[config.mk]
export PLATFORM = sky130hd
export DESIGN_NAME = dmc_bridge_ctrl
export DESIGN_NICKNAME = d
export VERILOG_FILES = /design/src/core/dmc_pkg.sv /design/src/core/dmc_bridge_ctrl.sv /design/src/core/dmc_chop_seq.sv
export SDC_FILE = /design/constraint.sdc
export NUM_CORES = 1
export LEC_CHECK = 0
export CORE_MARGIN = 8
export CORE_UTILIZATION = 63
export CTS_CLUSTER_DIAMETER = 120
export DETAILED_ROUTE_END_ITERATION = 7
export DONT_BUFFER_PORTS = 1
export HOLD_SLACK_MARGIN = 0.1
export PLACE_DENSITY = 0.9
export SKIP_CTS_REPAIR_TIMING = 1
export SYNTH_ARGS = -nofsm -noshare
export SYNTH_HDL_FRONTEND = slang
export SYNTH_SLANG_ARGS = --single-unit
[constraint.sdc]
create_clock -name ref_clk_i -period 2.15 [get_ports ref_clk_i]
set_clock_uncertainty 0.1 [all_clocks]
set_input_delay 0.215 -clock ref_clk_i [delete_from_list [all_inputs] [get_ports ref_clk_i]]
set_output_delay 0.215 -clock ref_clk_i [all_outputs]
set_load 0.01 [all_outputs]
[src/core/dmc_pkg.sv]
// Shared constants and types for the brushed DC motor bridge chopper control.
package dmc_pkg;

	// -----------------------------------------------------------------
	// Clock rates and chopping timing
	// -----------------------------------------------------------------
	localparam int unsigned REF_CLK_HZ = 250_000_000;
	localparam int unsigned CHOP_OSC_HZ = 1_120_000;
	// Reference clocks per chopping oscillator clock.
	localparam int unsigned CHOP_OSC_DIV = REF_CLK_HZ / CHOP_OSC_HZ;
	localparam int unsigned CHOP_PERIOD_CLKS = 16;
	localparam logic [3:0] CNT_LAST = 4'(CHOP_PERIOD_CLKS - 1);
	// Count value reached on the tenth chopping clock edge after count zero.
	localparam logic [3:0] CNT_FAST = 4'ha;
	localparam logic [2:0] BLANK_SHORT = 3'h4;
	localparam logic [2:0] BLANK_LONG = 3'h6;

	// -----------------------------------------------------------------
	// Bridge phases and gate patterns {hs1, hs2, ls1, ls2}
	// -----------------------------------------------------------------
	typedef enum logic [2:0] {
		PH_CHARGE = 3'h1,
		PH_SLOW = 3'h2,
		PH_FAST = 3'h4
	} dmc_phase_e;
	typedef logic [3:0] dmc_gate_t;
	localparam dmc_gate_t GATE_OFF = 4'h0;
	localparam dmc_gate_t GATE_FWD = 4'h9;
	localparam dmc_gate_t GATE_REV = 4'h6;
	localparam dmc_gate_t GATE_BRAKE = 4'h3;

	// -----------------------------------------------------------------
	// Register map (byte addresses) and field layout
	// -----------------------------------------------------------------
	localparam logic [3:0] ADDR_CTRL = 4'h0;
	localparam logic [3:0] ADDR_STATUS = 4'h4;
	localparam int unsigned CTRL_DIRECT_BIT = 0;
	localparam logic [31:0] CTRL_RESET = 32'h0;
	localparam int unsigned ST_PH_A_POS = 0;
	localparam int unsigned ST_PH_B_POS = 3;
	localparam int unsigned ST_CNT_A_POS = 6;
	localparam int unsigned ST_STBY_BIT = 10;
	localparam int unsigned ST_STRAP_BIT = 11;
	localparam int unsigned ST_GATE_A_POS = 12;
	localparam int unsigned ST_GATE_B_POS = 16;

endpackage

[src/core/dmc_bridge_ctrl.sv]
// Dual H-bridge brushed DC motor control with constant-current chopping.
//
// Local design decisions: the Avalon-MM interface to the registers and the register offsets.
`timescale 1ns/10ps
module dmc_bridge_ctrl #(
	parameter int unsigned OSC_DIV = dmc_pkg::CHOP_OSC_DIV
) (
	// Clock and reset
	input wire logic ref_clk_i,
	input wire logic rst_i,
	// Avalon-MM register slave
	input wire logic [3:0] avs_address_i,
	input wire logic avs_read_i,
	input wire logic avs_write_i,
	input wire logic [31:0] avs_writedata_i,
	input wire logic [3:0] avs_byteenable_i,
	output logic [31:0] avs_readdata_o,
	output logic avs_waitrequest_o,
	// Static configuration
	input wire logic bridge_config_strap_i,
	input wire logic blank_length_select_i,
	// Channel A inputs, also the combined bridge inputs
	input wire logic chan_a_dir_in1_i,
	input wire logic chan_a_dir_in2_i,
	input wire logic chan_a_pwm_in_i,
	// Channel B inputs
	input wire logic chan_b_dir_in1_i,
	input wire logic chan_b_dir_in2_i,
	input wire logic chan_b_pwm_in_i,
	// Current-limit comparators
	input wire logic current_limit_trip_a_i,
	input wire logic current_limit_trip_b_i,
	// Bridge A gate enables
	output logic chan_a_high_side_one_o,
	output logic chan_a_high_side_two_o,
	output logic chan_a_low_side_one_o,
	output logic chan_a_low_side_two_o,
	// Bridge B gate enables
	output logic chan_b_high_side_one_o,
	output logic chan_b_high_side_two_o,
	output logic chan_b_low_side_one_o,
	output logic chan_b_low_side_two_o,
	// Status
	output logic standby_o
);

	localparam int DIV_W = $clog2(OSC_DIV);

	// -----------------------------------------------------------------
	// State
	// -----------------------------------------------------------------
	typedef struct packed {
		logic [DIV_W-1:0] div;
		logic tick;
		logic strap_taken;
		logic strap;
		logic [2:0] in_a;
		logic [2:0] in_b;
		logic [1:0] prev_dir_a;
		logic [1:0] prev_dir_b;
		logic trip_a;
		logic trip_b;
		logic direct_pwm;
		logic done;
		logic [31:0] rdata;
		dmc_pkg::dmc_gate_t gates_a;
		dmc_pkg::dmc_gate_t gates_b;
		logic standby;
	} dmc_main_s;

	dmc_main_s q;
	dmc_main_s d;
	logic req;
	logic dir_chg_a;
	logic dir_chg_b;
	logic [3:0] cnt_a;
	logic [3:0] cnt_b;
	logic blank_a;
	logic blank_b;
	logic [31:0] status_w;
	dmc_pkg::dmc_phase_e phase_a;
	dmc_pkg::dmc_phase_e phase_b;

	// -----------------------------------------------------------------
	// Gate decode
	// -----------------------------------------------------------------
	// Inputs are {dir1, dir2, pwm}. Direct mode skips the chopping phases.
	function automatic dmc_pkg::dmc_gate_t drive_gates(
		input logic [2:0] in,
		input logic direct,
		input dmc_pkg::dmc_phase_e ph
	);
		dmc_pkg::dmc_gate_t g;
		logic fwd;
		fwd = in[2];
		if (in[2:1] == 2'h0) begin
			g = dmc_pkg::GATE_OFF;
		end else if (!in[0] || in[2:1] == 2'h3) begin
			g = dmc_pkg::GATE_BRAKE;
		end else if (direct) begin
			g = fwd ? dmc_pkg::GATE_FWD : dmc_pkg::GATE_REV;
		end else begin
			case (ph)
				dmc_pkg::PH_CHARGE: begin
					g = fwd ? dmc_pkg::GATE_FWD : dmc_pkg::GATE_REV;
				end
				dmc_pkg::PH_SLOW: begin
					g = dmc_pkg::GATE_BRAKE;
				end
				dmc_pkg::PH_FAST: begin
					g = fwd ? dmc_pkg::GATE_REV : dmc_pkg::GATE_FWD;
				end
				default: begin
					g = dmc_pkg::GATE_OFF;
				end
			endcase
		end
		return g;
	endfunction

	// -----------------------------------------------------------------
	// Chopping sequencers
	// -----------------------------------------------------------------
	// Direction changes are judged between two successive chopping samples.
	assign dir_chg_a = (q.in_a[2:1] != q.prev_dir_a);
	assign dir_chg_b = (q.in_b[2:1] != q.prev_dir_b);

	dmc_chop_seq u_seq_a (
		.ref_clk_i(ref_clk_i),
		.rst_i(rst_i),
		.tick_i(q.tick),
		.trip_i(q.trip_a),
		.blank_long_i(blank_length_select_i),
		.dir_change_i(dir_chg_a),
		.count_o(cnt_a),
		.phase_o(phase_a),
		.blanking_o(blank_a)
	);

	dmc_chop_seq u_seq_b (
		.ref_clk_i(ref_clk_i),
		.rst_i(rst_i),
		.tick_i(q.tick),
		.trip_i(q.trip_b),
		.blank_long_i(blank_length_select_i),
		.dir_change_i(dir_chg_b),
		.count_o(cnt_b),
		.phase_o(phase_b),
		.blanking_o(blank_b)
	);

	// -----------------------------------------------------------------
	// Status word
	// -----------------------------------------------------------------
	always_comb begin
		status_w = 32'h0;
		status_w[dmc_pkg::ST_PH_A_POS +: 3] = phase_a;
		status_w[dmc_pkg::ST_PH_B_POS +: 3] = phase_b;
		status_w[dmc_pkg::ST_CNT_A_POS +: 4] = cnt_a;
		status_w[dmc_pkg::ST_STBY_BIT] = q.standby;
		status_w[dmc_pkg::ST_STRAP_BIT] = q.strap;
		status_w[dmc_pkg::ST_GATE_A_POS +: 4] = q.gates_a;
		status_w[dmc_pkg::ST_GATE_B_POS +: 4] = q.gates_b;
	end

	// -----------------------------------------------------------------
	// Next state
	// -----------------------------------------------------------------
	assign req = avs_read_i | avs_write_i;
	assign avs_waitrequest_o = req & ~q.done;

	always_comb begin
		d = q;
		d.tick = 1'b0;
		if (q.div == DIV_W'(OSC_DIV - 1)) begin
			d.div = '0;
			d.tick = 1'b1;
			d.in_a = {chan_a_dir_in1_i, chan_a_dir_in2_i, chan_a_pwm_in_i};
			d.in_b = {chan_b_dir_in1_i, chan_b_dir_in2_i, chan_b_pwm_in_i};
			d.prev_dir_a = q.in_a[2:1];
			d.prev_dir_b = q.in_b[2:1];
			d.trip_a = current_limit_trip_a_i;
			d.trip_b = current_limit_trip_b_i;
		end else begin
			d.div = q.div + DIV_W'(1);
		end

		// The strap is caught once after reset and then held as static.
		if (!q.strap_taken) begin
			d.strap_taken = 1'b1;
			d.strap = bridge_config_strap_i;
		end

		// One wait state: read data is loaded on the same edge that drops waitrequest.
		d.done = req & ~q.done;
		if (avs_read_i && !q.done) begin
			if (avs_address_i == dmc_pkg::ADDR_CTRL) begin
				d.rdata = 32'h0;
				d.rdata[dmc_pkg::CTRL_DIRECT_BIT] = q.direct_pwm;
			end else if (avs_address_i == dmc_pkg::ADDR_STATUS) begin
				d.rdata = status_w;
			end else begin
				d.rdata = 32'h0;
			end
		end
		if (avs_write_i && q.done && avs_address_i == dmc_pkg::ADDR_CTRL
			&& avs_byteenable_i[0]) begin
			d.direct_pwm = avs_writedata_i[dmc_pkg::CTRL_DIRECT_BIT];
		end

		d.standby = (q.in_a == 3'h0) && (q.in_b == 3'h0);

		d.gates_a = drive_gates(q.in_a, q.direct_pwm, phase_a);
		d.gates_b = drive_gates(q.in_b, q.direct_pwm, phase_b);
		if (q.strap) begin
			d.gates_b = d.gates_a;
		end
		if (!q.strap_taken) begin
			d.gates_a = dmc_pkg::GATE_OFF;
			d.gates_b = dmc_pkg::GATE_OFF;
		end
	end

	always_ff @(posedge ref_clk_i) begin
		if (rst_i) begin
			q <= '0;
		end else begin
			q <= d;
		end
	end

	// -----------------------------------------------------------------
	// Outputs
	// -----------------------------------------------------------------
	// Gate enables leave straight from flip-flops, so decode hazards never reach the bridge.
	assign avs_readdata_o = q.rdata;
	assign {chan_a_high_side_one_o, chan_a_high_side_two_o,
		chan_a_low_side_one_o, chan_a_low_side_two_o} = q.gates_a;
	assign {chan_b_high_side_one_o, chan_b_high_side_two_o,
		chan_b_low_side_one_o, chan_b_low_side_two_o} = q.gates_b;
	assign standby_o = q.standby;
endmodule

[src/core/dmc_chop_seq.sv]
// Sixteen-count constant-current chopping sequencer for one bridge.
`timescale 1ns/10ps
module dmc_chop_seq (
	// Clock and reset
	input wire logic ref_clk_i,
	input wire logic rst_i,
	// Chopping clock enable and sampled inputs
	input wire logic tick_i,
	input wire logic trip_i,
	input wire logic blank_long_i,
	input wire logic dir_change_i,
	// Sequencer state
	output logic [3:0] count_o,
	output dmc_pkg::dmc_phase_e phase_o,
	output logic blanking_o
);

	typedef struct packed {
		logic [3:0] cnt;
		dmc_pkg::dmc_phase_e phase;
		logic [2:0] blank;
	} dmc_seq_s;

	dmc_seq_s q;
	dmc_seq_s d;
	logic [2:0] blank_len;

	assign blank_len = blank_long_i ? dmc_pkg::BLANK_LONG : dmc_pkg::BLANK_SHORT;

	always_comb begin
		d = q;
		if (tick_i) begin
			d.cnt = q.cnt + 4'h1;
			if (q.blank != 3'h0) begin
				d.blank = q.blank - 3'h1;
			end
			if (q.cnt == dmc_pkg::CNT_LAST) begin
				d.phase = dmc_pkg::PH_CHARGE;
				d.blank = blank_len;
			end else if (q.cnt == dmc_pkg::CNT_FAST - 4'h1) begin
				d.phase = dmc_pkg::PH_FAST;
			end else if (q.phase == dmc_pkg::PH_CHARGE && trip_i && q.blank == 3'h0) begin
				d.phase = dmc_pkg::PH_SLOW;
			end
			if (dir_change_i) begin
				d.blank = blank_len;
			end
		end
	end

	always_ff @(posedge ref_clk_i) begin
		if (rst_i) begin
			q <= '{cnt: 4'h0, phase: dmc_pkg::PH_CHARGE, blank: dmc_pkg::BLANK_LONG};
		end else begin
			q <= d;
		end
	end

	assign count_o = q.cnt;
	assign phase_o = q.phase;
	assign blanking_o = (q.blank != 3'h0);
endmodule

==> implementation parameters, run 1 <==
Parameter                              Value

Logic synthesis
  Unique cell type count in the Yosys netlist    57
  Total of flip-flops plus latches after synthesis    74
  Number of enable-type register cells in the synthesized netlist    0
  Post-Syn Area    3467 um2
  Number of synthesis warnings    0
  Async set-or-reset flop fraction in the synthesized netlist    0%
  Most instantiated flip-flop cell in the synthesis netlist    dfxtp_1
  Most area-consuming cells after synthesis    dfxtp_1 (43%), buf_4 (7.4%), nor2_1 (6.2%), a22oi_1 (4.3%), ha_1 (3.6%)
  Synth top cells by count    dfxtp_1 (74), nor2_1 (57), buf_4 (34)
  Cells after synthesis    ~400
  Mean cell area of the mapped netlist    8.890 um2
  Sequential-to-total area share from yosys stat    42.73%
  Cell type with the largest total area after synthesis    dfxtp_1
  Share of the synthesized area in the top cell type    42.73%
  Most numerous cell in the Yosys netlist    dfxtp_1

Timing
  Setup repair after global routing missed its margin    no
  Final setup violating endpoints    0
  Final min period    ~1800 ps
  Final total negative setup slack    0 ps
  Worst hold slack after final layout    106.3 ps
  Tcrit/Tclk final    around 84%
  Final slew viol count    0
  Worst-Margin Slew    around 800 ps
  Maximum achievable frequency    about 560 MHz
  Headroom to the max-slew limit    46.41%
  Final Hold Fails    0
  Post-layout worst setup margin    352.7 ps

Power
  Leakage Power    about 0.0014 uW
  Power per cell area    682.1 nW/um2
  IR drop worst, VDD    0.5529 mV

Setup path
  Number of buffers and inverters on the critical path    0
  Critical path class    register to register
  Cell at the slowest stage of the critical path    nor3_1
  Delay of the slowest cell on the worst path    about 420 ps
  Reg2reg start    u_seq_a.count_o[0]
  Kind of cell adding the most delay to the critical path    simple AND/OR/NAND/NOR gates
  Worst setup path start    u_seq_a.count_o[0]
  Largest fanout on the critical path    5
  Worst-path cell chain    ha_1 -> and3_1 -> nor3_1 -> a21boi_0 -> o21ai_0
  Critical path endpoint category    register
  Arrival time of data at the critical path endpoint    about 1900 ps
  Startpoint type of the worst setup path    register
  Req. time, crit path    2280 ps

Placement
  IO buf count    0
  Post-detailed-placement half-perimeter wirelength    a little under 5000 um
  Routability-driven placement congestion ratio    0.8923
  Worst setup slack after placement    384.1 ps

Run status
  Status    finished, final reports clean

Route
  Via density    approximately 5.8
  WL/cell    between 15 and 20 um
  Post-Route WL    7251 um
  Number of DRC violations after detailed routing    0
  Routed via count    between 2000 and 3000
  Starting DRT DRC Count    about 250
  Number of nets with antenna violations after detailed routing    0
  First drt pass iteration count    4

CTS
  Total clock buffers created by CTS    9
  Number of clock sinks    74
  Clock transition at the registers of the reported paths    around 70 ps
  Worst-Skew Late Latency    350 ps
  Clock tree from TritonCTS    yes
  # H-tree levels    3
  Longest Clk Path Bufs    2
  Buffer type at the clock tree root    clkbuf_8

Die
  Placeable core area    5405 um2
  Number of primary I/O pins    96
  Die width    90.19 um
  Die Area    between 8000 and 9000 um2
  Cell row count    27
  Die height    between 90 and 100 um
  Starting density of the core    between 60 and 70%

GRT
  Largest net degree at the start of global routing    47
  Antenna violations before repair    0
  Global-route usage over all layers    about 17%
  Global-route wire length before repair    between 10000 and 15000 um
  Total global routing overflow    0
  Via count of the first global-routing pass    ~2400

Worst hold path
  Type of the worst min-delay path    input port to register
  Hold path startpoint    rst_i

Cells and area
  Layout cell share with drive strength beyond 1    under 10%
  Count of nets after finishing    approximately 440
  Area of all sequential standard cells    approximately 1500 um2
  Antenna fix cells    0
  Utilization after layout    between 60% and 70%
  Final-layout fill cell count    about 420
  Area occupied by multi-input gates    about 1600 um2
  Area growth, synth to finish    4.691%

Job
  Max-cap viol count    0
-- per-stage QoR --
| stage | instance area, um2 | cells | total power (uW) |
|---|---|---|---|
| 2_1_floorplan | 3508 | 401 | 1513 |
| 3_3_place_gp | 3278 | 424 | 1492 |
| 3_5_place_dp | 3278 | 424 | 1496 |
| 4_1_cts | 3460 | 440 | 2455 |
| 5_1_grt | 3630 | 456 | 2562 |
| 6_report | 3630 | 456 | 2476 |
-- final timing paths --
| kind | end | slack [ps] | cells after the start |
|---|---|---|---|
| min | chan_b_low_side_two_o | 110 | 3 |
| max | u_seq_a.q[2] | 350 | 5 |
| max reg2reg | u_seq_a.q[2] | 350 | 5 |
| min reg2reg | q[58] | 370 | 1 |
-- cells by family (layout without fill, tap and decap cells) --
| family | after synthesis | count (layout) | synth area share [%] |
|---|---|---|---|
| adder cells (fa/ha/maj) | 10 | 10 | 3.609 |
| multiplexers | 7 | 7 | 2.021 |
| XOR/XNOR | 14 | 14 | 3.536 |
| buffers and inverters | 67 | 50 | 11.51 |
| other | 1 | 12 | 0.1082 |
| AND/OR/NAND/NOR | 130 | 130 | 18.95 |
| flip-flops | 74 | 74 | 42.73 |
| AO/OA/AOI/OAI | 87 | 87 | 17.54 |
-- placed cells by master, fill, tap and decap left out, drive strengths merged, types with 2 or more instances in the layout --
master	instances
nor2	58
a211oi	2
o21ai	21
nand2	20
inv	15
nor4bb	2
clkbuf	12
or3	3
ha	10
a22o	9
dlygate4sd3	15
buf	4
a21oi	13
mux2i	7
a21boi	2
conb	12
a221oi	4
a311oi	2
nor4	4
nand2b	10
nand4	4
xor2	10
clkinv	3
dfxtp	74
nor3b	2
o22ai	4
xnor2	4
nor2b	2
o32ai	2
nor3	10
nand3	6
a22oi	20
-- cell type report --
| cell class | instances | share of cell area, % |
|---|---|---|
| multi-input combinational | 260 | 44.85 |
| sequential | 74 | 40.81 |
| timing repair buffer | 19 | 5.309 |
| clock buffer | 12 | 4.274 |
| tap | 72 | 2.482 |
| inverter | 15 | 1.551 |
| clock inverter | 4 | 0.7239 |
-- worst min-delay path: stages --
cell      delay, ps
nand2b_4        110
or3_4           130
o22ai_1          50
-- registers in the layout (all words and copies together) (netlist names) --
| name | count |
|---|---|
| q | 25 |
| avs_readdata_o | 20 |
| u_seq_a.count_o | 4 |
| u_seq_b.count_o | 4 |
| u_seq_a.phase_o | 3 |
| u_seq_a.q | 3 |
| u_seq_b.phase_o | 3 |
| u_seq_b.q | 3 |
| chan_a_high_side_one_o | 1 |
| chan_a_high_side_two_o | 1 |
| chan_a_low_side_one_o | 1 |
| chan_a_low_side_two_o | 1 |
| chan_b_high_side_one_o | 1 |
| chan_b_high_side_two_o | 1 |
| chan_b_low_side_one_o | 1 |
| chan_b_low_side_two_o | 1 |
| standby_o | 1 |
-- power by group --
group / switching (uW) / internal, uW / leakage (uW)
Sequential: 18.6 / 1380 / 0.000598
Clock: 490 / 480 / 0.0000924
Combinational: 63.2 / 42.3 / 0.000696
Total: 572 / 1900 / 0.00139
-- per-layer routing --
metal	part of all wire (%)	global-route usage (%)	routed length, um
met2	47	26.63	3406
met1	44	19.55	3177
met3	7.4	6.983	537
met5	0	0	0
met4	1.8	9.015	129
Note: power is estimated with default switching activity, not from simulation.
==> run 2, diff against run 1 <==
--- a/config.mk
+++ b/config.mk
@@ -5,13 +5,14 @@
 export SDC_FILE = /design/constraint.sdc
 export NUM_CORES = 1
 export LEC_CHECK = 0
+export ABC_AREA = 1
 export CORE_MARGIN = 8
-export CORE_UTILIZATION = 63
+export CORE_UTILIZATION = 57
 export CTS_CLUSTER_DIAMETER = 120
 export DETAILED_ROUTE_END_ITERATION = 7
 export DONT_BUFFER_PORTS = 1
 export HOLD_SLACK_MARGIN = 0.1
-export PLACE_DENSITY = 0.9
+export PLACE_DENSITY = 0.86
 export SKIP_CTS_REPAIR_TIMING = 1
 export SYNTH_ARGS = -nofsm -noshare
 export SYNTH_HDL_FRONTEND = slang
==> constraint.sdc (replaced) <==
create_clock -name ref_clk_i -period 1.5 [get_ports ref_clk_i]
set_clock_uncertainty 0.1 [all_clocks]
set_input_delay 0.15 -clock ref_clk_i [delete_from_list [all_inputs] [get_ports ref_clk_i]]
set_output_delay 0.15 -clock ref_clk_i [all_outputs]
set_load 0.01 [all_outputs]
==> run 2 against run 1 <==
  * Fmax rose by 27%
  * Sequential cell count unchanged
  * Area after synthesis is 5.6% higher
  * Non-clock buffer count rose by 10
  * Setup slack worse by 270 ps
  * Cell count grew 27%
  * Wire length up 12%
  * Critical path type unchanged
  * Critical endpoint is now q[53]
  * Largest power group unchanged
  * Highest routed layer unchanged
==> implementation parameters, run 2 <==
Parameter                              Value

Run status
  Status    finished, final reports clean

Die
  Number of primary I/O pins    96
  Placeable core area    between 6000 and 7000 um2
  Starting density of the core    58.32%
  Die width    96.14 um
  Die Area    slightly above 9000 um2
  Cell row count    29
  Die height    slightly below 100 um

Route
  Via density    approximately 5.4
  Number of nets with antenna violations after detailed routing    0
  Routed via count    approximately 3100
  First drt pass iteration count    4
  Number of DRC violations after detailed routing    0
  WL/cell    14.06 um
  Post-Route WL    approximately 8000 um
  Starting DRT DRC Count    130

Setup path
  Reg2reg start    q[58]
  Setup slack of the worst register-to-register path    just over 80 ps
  Critical path endpoint category    register
  Req. time, crit path    around 1700 ps
  Largest fanout on the critical path    6
  Startpoint type of the worst setup path    register
  Critical path class    register to register
  Capture instance of the worst register-to-register path    q[53]
  Arrival time of data at the critical path endpoint    ~1600 ps
  Number of cells on the worst reg-to-reg path    8

GRT
  Global-route usage over all layers    16.79%
  Total global routing overflow    0
  Global-route wire length before repair    around 12000 um
  Largest net degree at the start of global routing    28
  Antenna violations before repair    0
  Via count of the first global-routing pass    2875

Logic synthesis
  Post-Syn Area    around 3700 um2
  Number of enable-type register cells in the synthesized netlist    0
  Sequential-to-total area share from yosys stat    40.46%
  Number of synthesis warnings    0
  Most area-consuming cells after synthesis    dfxtp_1 (40%), nand2_1 (10%), buf_4 (7.0%), nand3_1 (6.4%), a21oi_1 (5.5%)
  Most numerous cell in the Yosys netlist    nand2_1
  Cell type with the largest total area after synthesis    dfxtp_1
  Unique cell type count in the Yosys netlist    37
  Mean cell area of the mapped netlist    7.471 um2
  Total of flip-flops plus latches after synthesis    74
  Cells after synthesis    490
  Async set-or-reset flop fraction in the synthesized netlist    0%
  Most instantiated flip-flop cell in the synthesis netlist    dfxtp_1
  Share of the synthesized area in the top cell type    40.46%
  Synth top cells by count    nand2_1 (98), dfxtp_1 (74), nand3_1 (47)

Cells and area
  Number of flip-flops under the largest register name    25
  Fin cells    577
  Antenna fix cells    0
  Register ranked first by flip-flop count    q
  Layout cell share with drive strength beyond 1    approximately 11%
  Count of nets after finishing    ~560
  Area of all placed cells without fillers    4016 um2
  Top library cells by usage in the layout, fill and taps aside    nand2_1 (98), dfxtp_1 (71), nand3_1 (46), inv_1 (45), a21oi_1 (40)
  Area growth, synth to finish    9.706%
  Most common cell after layout, fill and taps aside    nand2_1

CTS
  Clock transition at the registers of the reported paths    around 70 ps
  # H-tree levels    3
  Worst-Skew Late Latency    350 ps
  Longest Clk Path Bufs    2
  Buffer type at the clock tree root    clkbuf_8
  Clock tree from TritonCTS    yes
  Number of clock sinks    74
  Total clock buffers created by CTS    9

Worst hold path
  Worst Hold Endpoint    avs_readdata_o[0]
  Hold Path Stages    5
  Type of the worst min-delay path    input port to register
  Hold path startpoint    avs_address_i[2]

Placement
  Placement-stage cell area    3537 um2
  IO buf count    0
  Routability-driven placement congestion ratio    0.8288
  Worst setup slack after placement    ~63 ps
  Post-detailed-placement half-perimeter wirelength    approximately 5600 um
  Placed Cells incl. Taps    roughly 540

Timing
  Final slew viol count    0
  Final setup violating endpoints    0
  Final min period    around 1400 ps
  Post-layout worst setup margin    around 82 ps
  Maximum achievable frequency    approximately 710 MHz
  Final Hold Fails    0
  Tcrit/Tclk final    a little over nine tenths

Power
  IR drop worst, VDD    around 0.7 mV
  Power per cell area    1025 nW/um2
  Leakage Power    0.001744 uW

Job
  Max-cap viol count    0
-- run 2: changes by cell type in the layout (fill, tap and decap cells not counted), moves of 9 or more --
cell	previous run	this run
nand2_1	20	98
o21ai_0	19	33
a22oi_1	20	0
nand2b_1	9	0
nor2_1	57	39
a22o_1	9	0
xor2_1	10	1
nand3_1	6	46
inv_1	15	45
a21oi_1	13	40
-- run 2: cells by family after synthesis --
| kind of cell | synth area share, % |
|---|---|
| AOI/OAI and AO/OA | 11.55 |
| xor gates and xnor gates | 0.9571 |
| adders and majority gates | 3.418 |
| buffers and inverters | 14.73 |
| DFF | 40.46 |
| other | 0.1024 |
| and+or+nand+nor | 28.78 |
-- run 2: per-layer routing --
metal  global-route usage, %  vias to the layer above  share of wire (%)
li1                        -                     1566                  -
met1                   18.79                     1443                 43
met2                   28.32                       78                 49
met3                   5.850                        9                7.6
met4                   7.042                        0                1.1
met5                       0                        -                  0
-- run 2: metrics by stage --
step	utilization [%]	setup TNS, ps	hold WS [ps]	power (uW)
floorplan	-	0	153.1	2305
global placement	56.35	0	123.2	2254
detailed placement	56.35	0	126.6	2263
CTS	60.20	-38.12	-249.1	4094
global route	63.98	-58.17	109.7	4227
finish	63.98	0	61.28	4116
-- run 2: area by class of cell --
class	instances	area, um2
Clock buffer	9	123.9
Clock inverter	7	117.6
Fill cell	524	2261
Inverter	51	193.9
Multi-Input combinational cell	329	1729
Sequential cell	74	1485
Tap cell	77	96.34
Timing Repair Buffer	29	262.8
Timing Repair inverter	1	7.507
-- run 2: where the power goes --
part | internal, uW | total (uW) | leakage [uW] | switching, uW
clock | 1100 | 1850 | 0.000123 | 747
sequential | 2010 | 2070 | 0.000603 | 54.2
combinational | 79.8 | 197 | 0.00102 | 117
-- run 2: critical path: stages, from the launching register on --
cell and delay (ps):
dfxtp_2 340, inv_1 50, ha_1 150, nand2_1 100, nor2_4 160, nand3_4 160, inv_4 130, nand2_1 70
o21ai_1 80
-- run 2: how the worst max path moves through the flow --
| stage | startpoint | to | slack (ps) | cells after the start |
|---|---|---|---|---|
| after detailed placement | u_seq_b.count_o[1] | u_seq_b.q[1] | 60 | 6 |
| after global routing | u_seq_a.q[0] | u_seq_a.phase_o[2] | -20 | 9 |
| after global placement | u_seq_a.count_o[1] | u_seq_a.phase_o[2] | 120 | 8 |
| final | q[58] | q[53] | 80 | 8 |
| after CTS | q[58] | q[53] | -30 | 8 |
| after floorplan | u_seq_a.q[0] | u_seq_a.phase_o[2] | 150 | 9 |
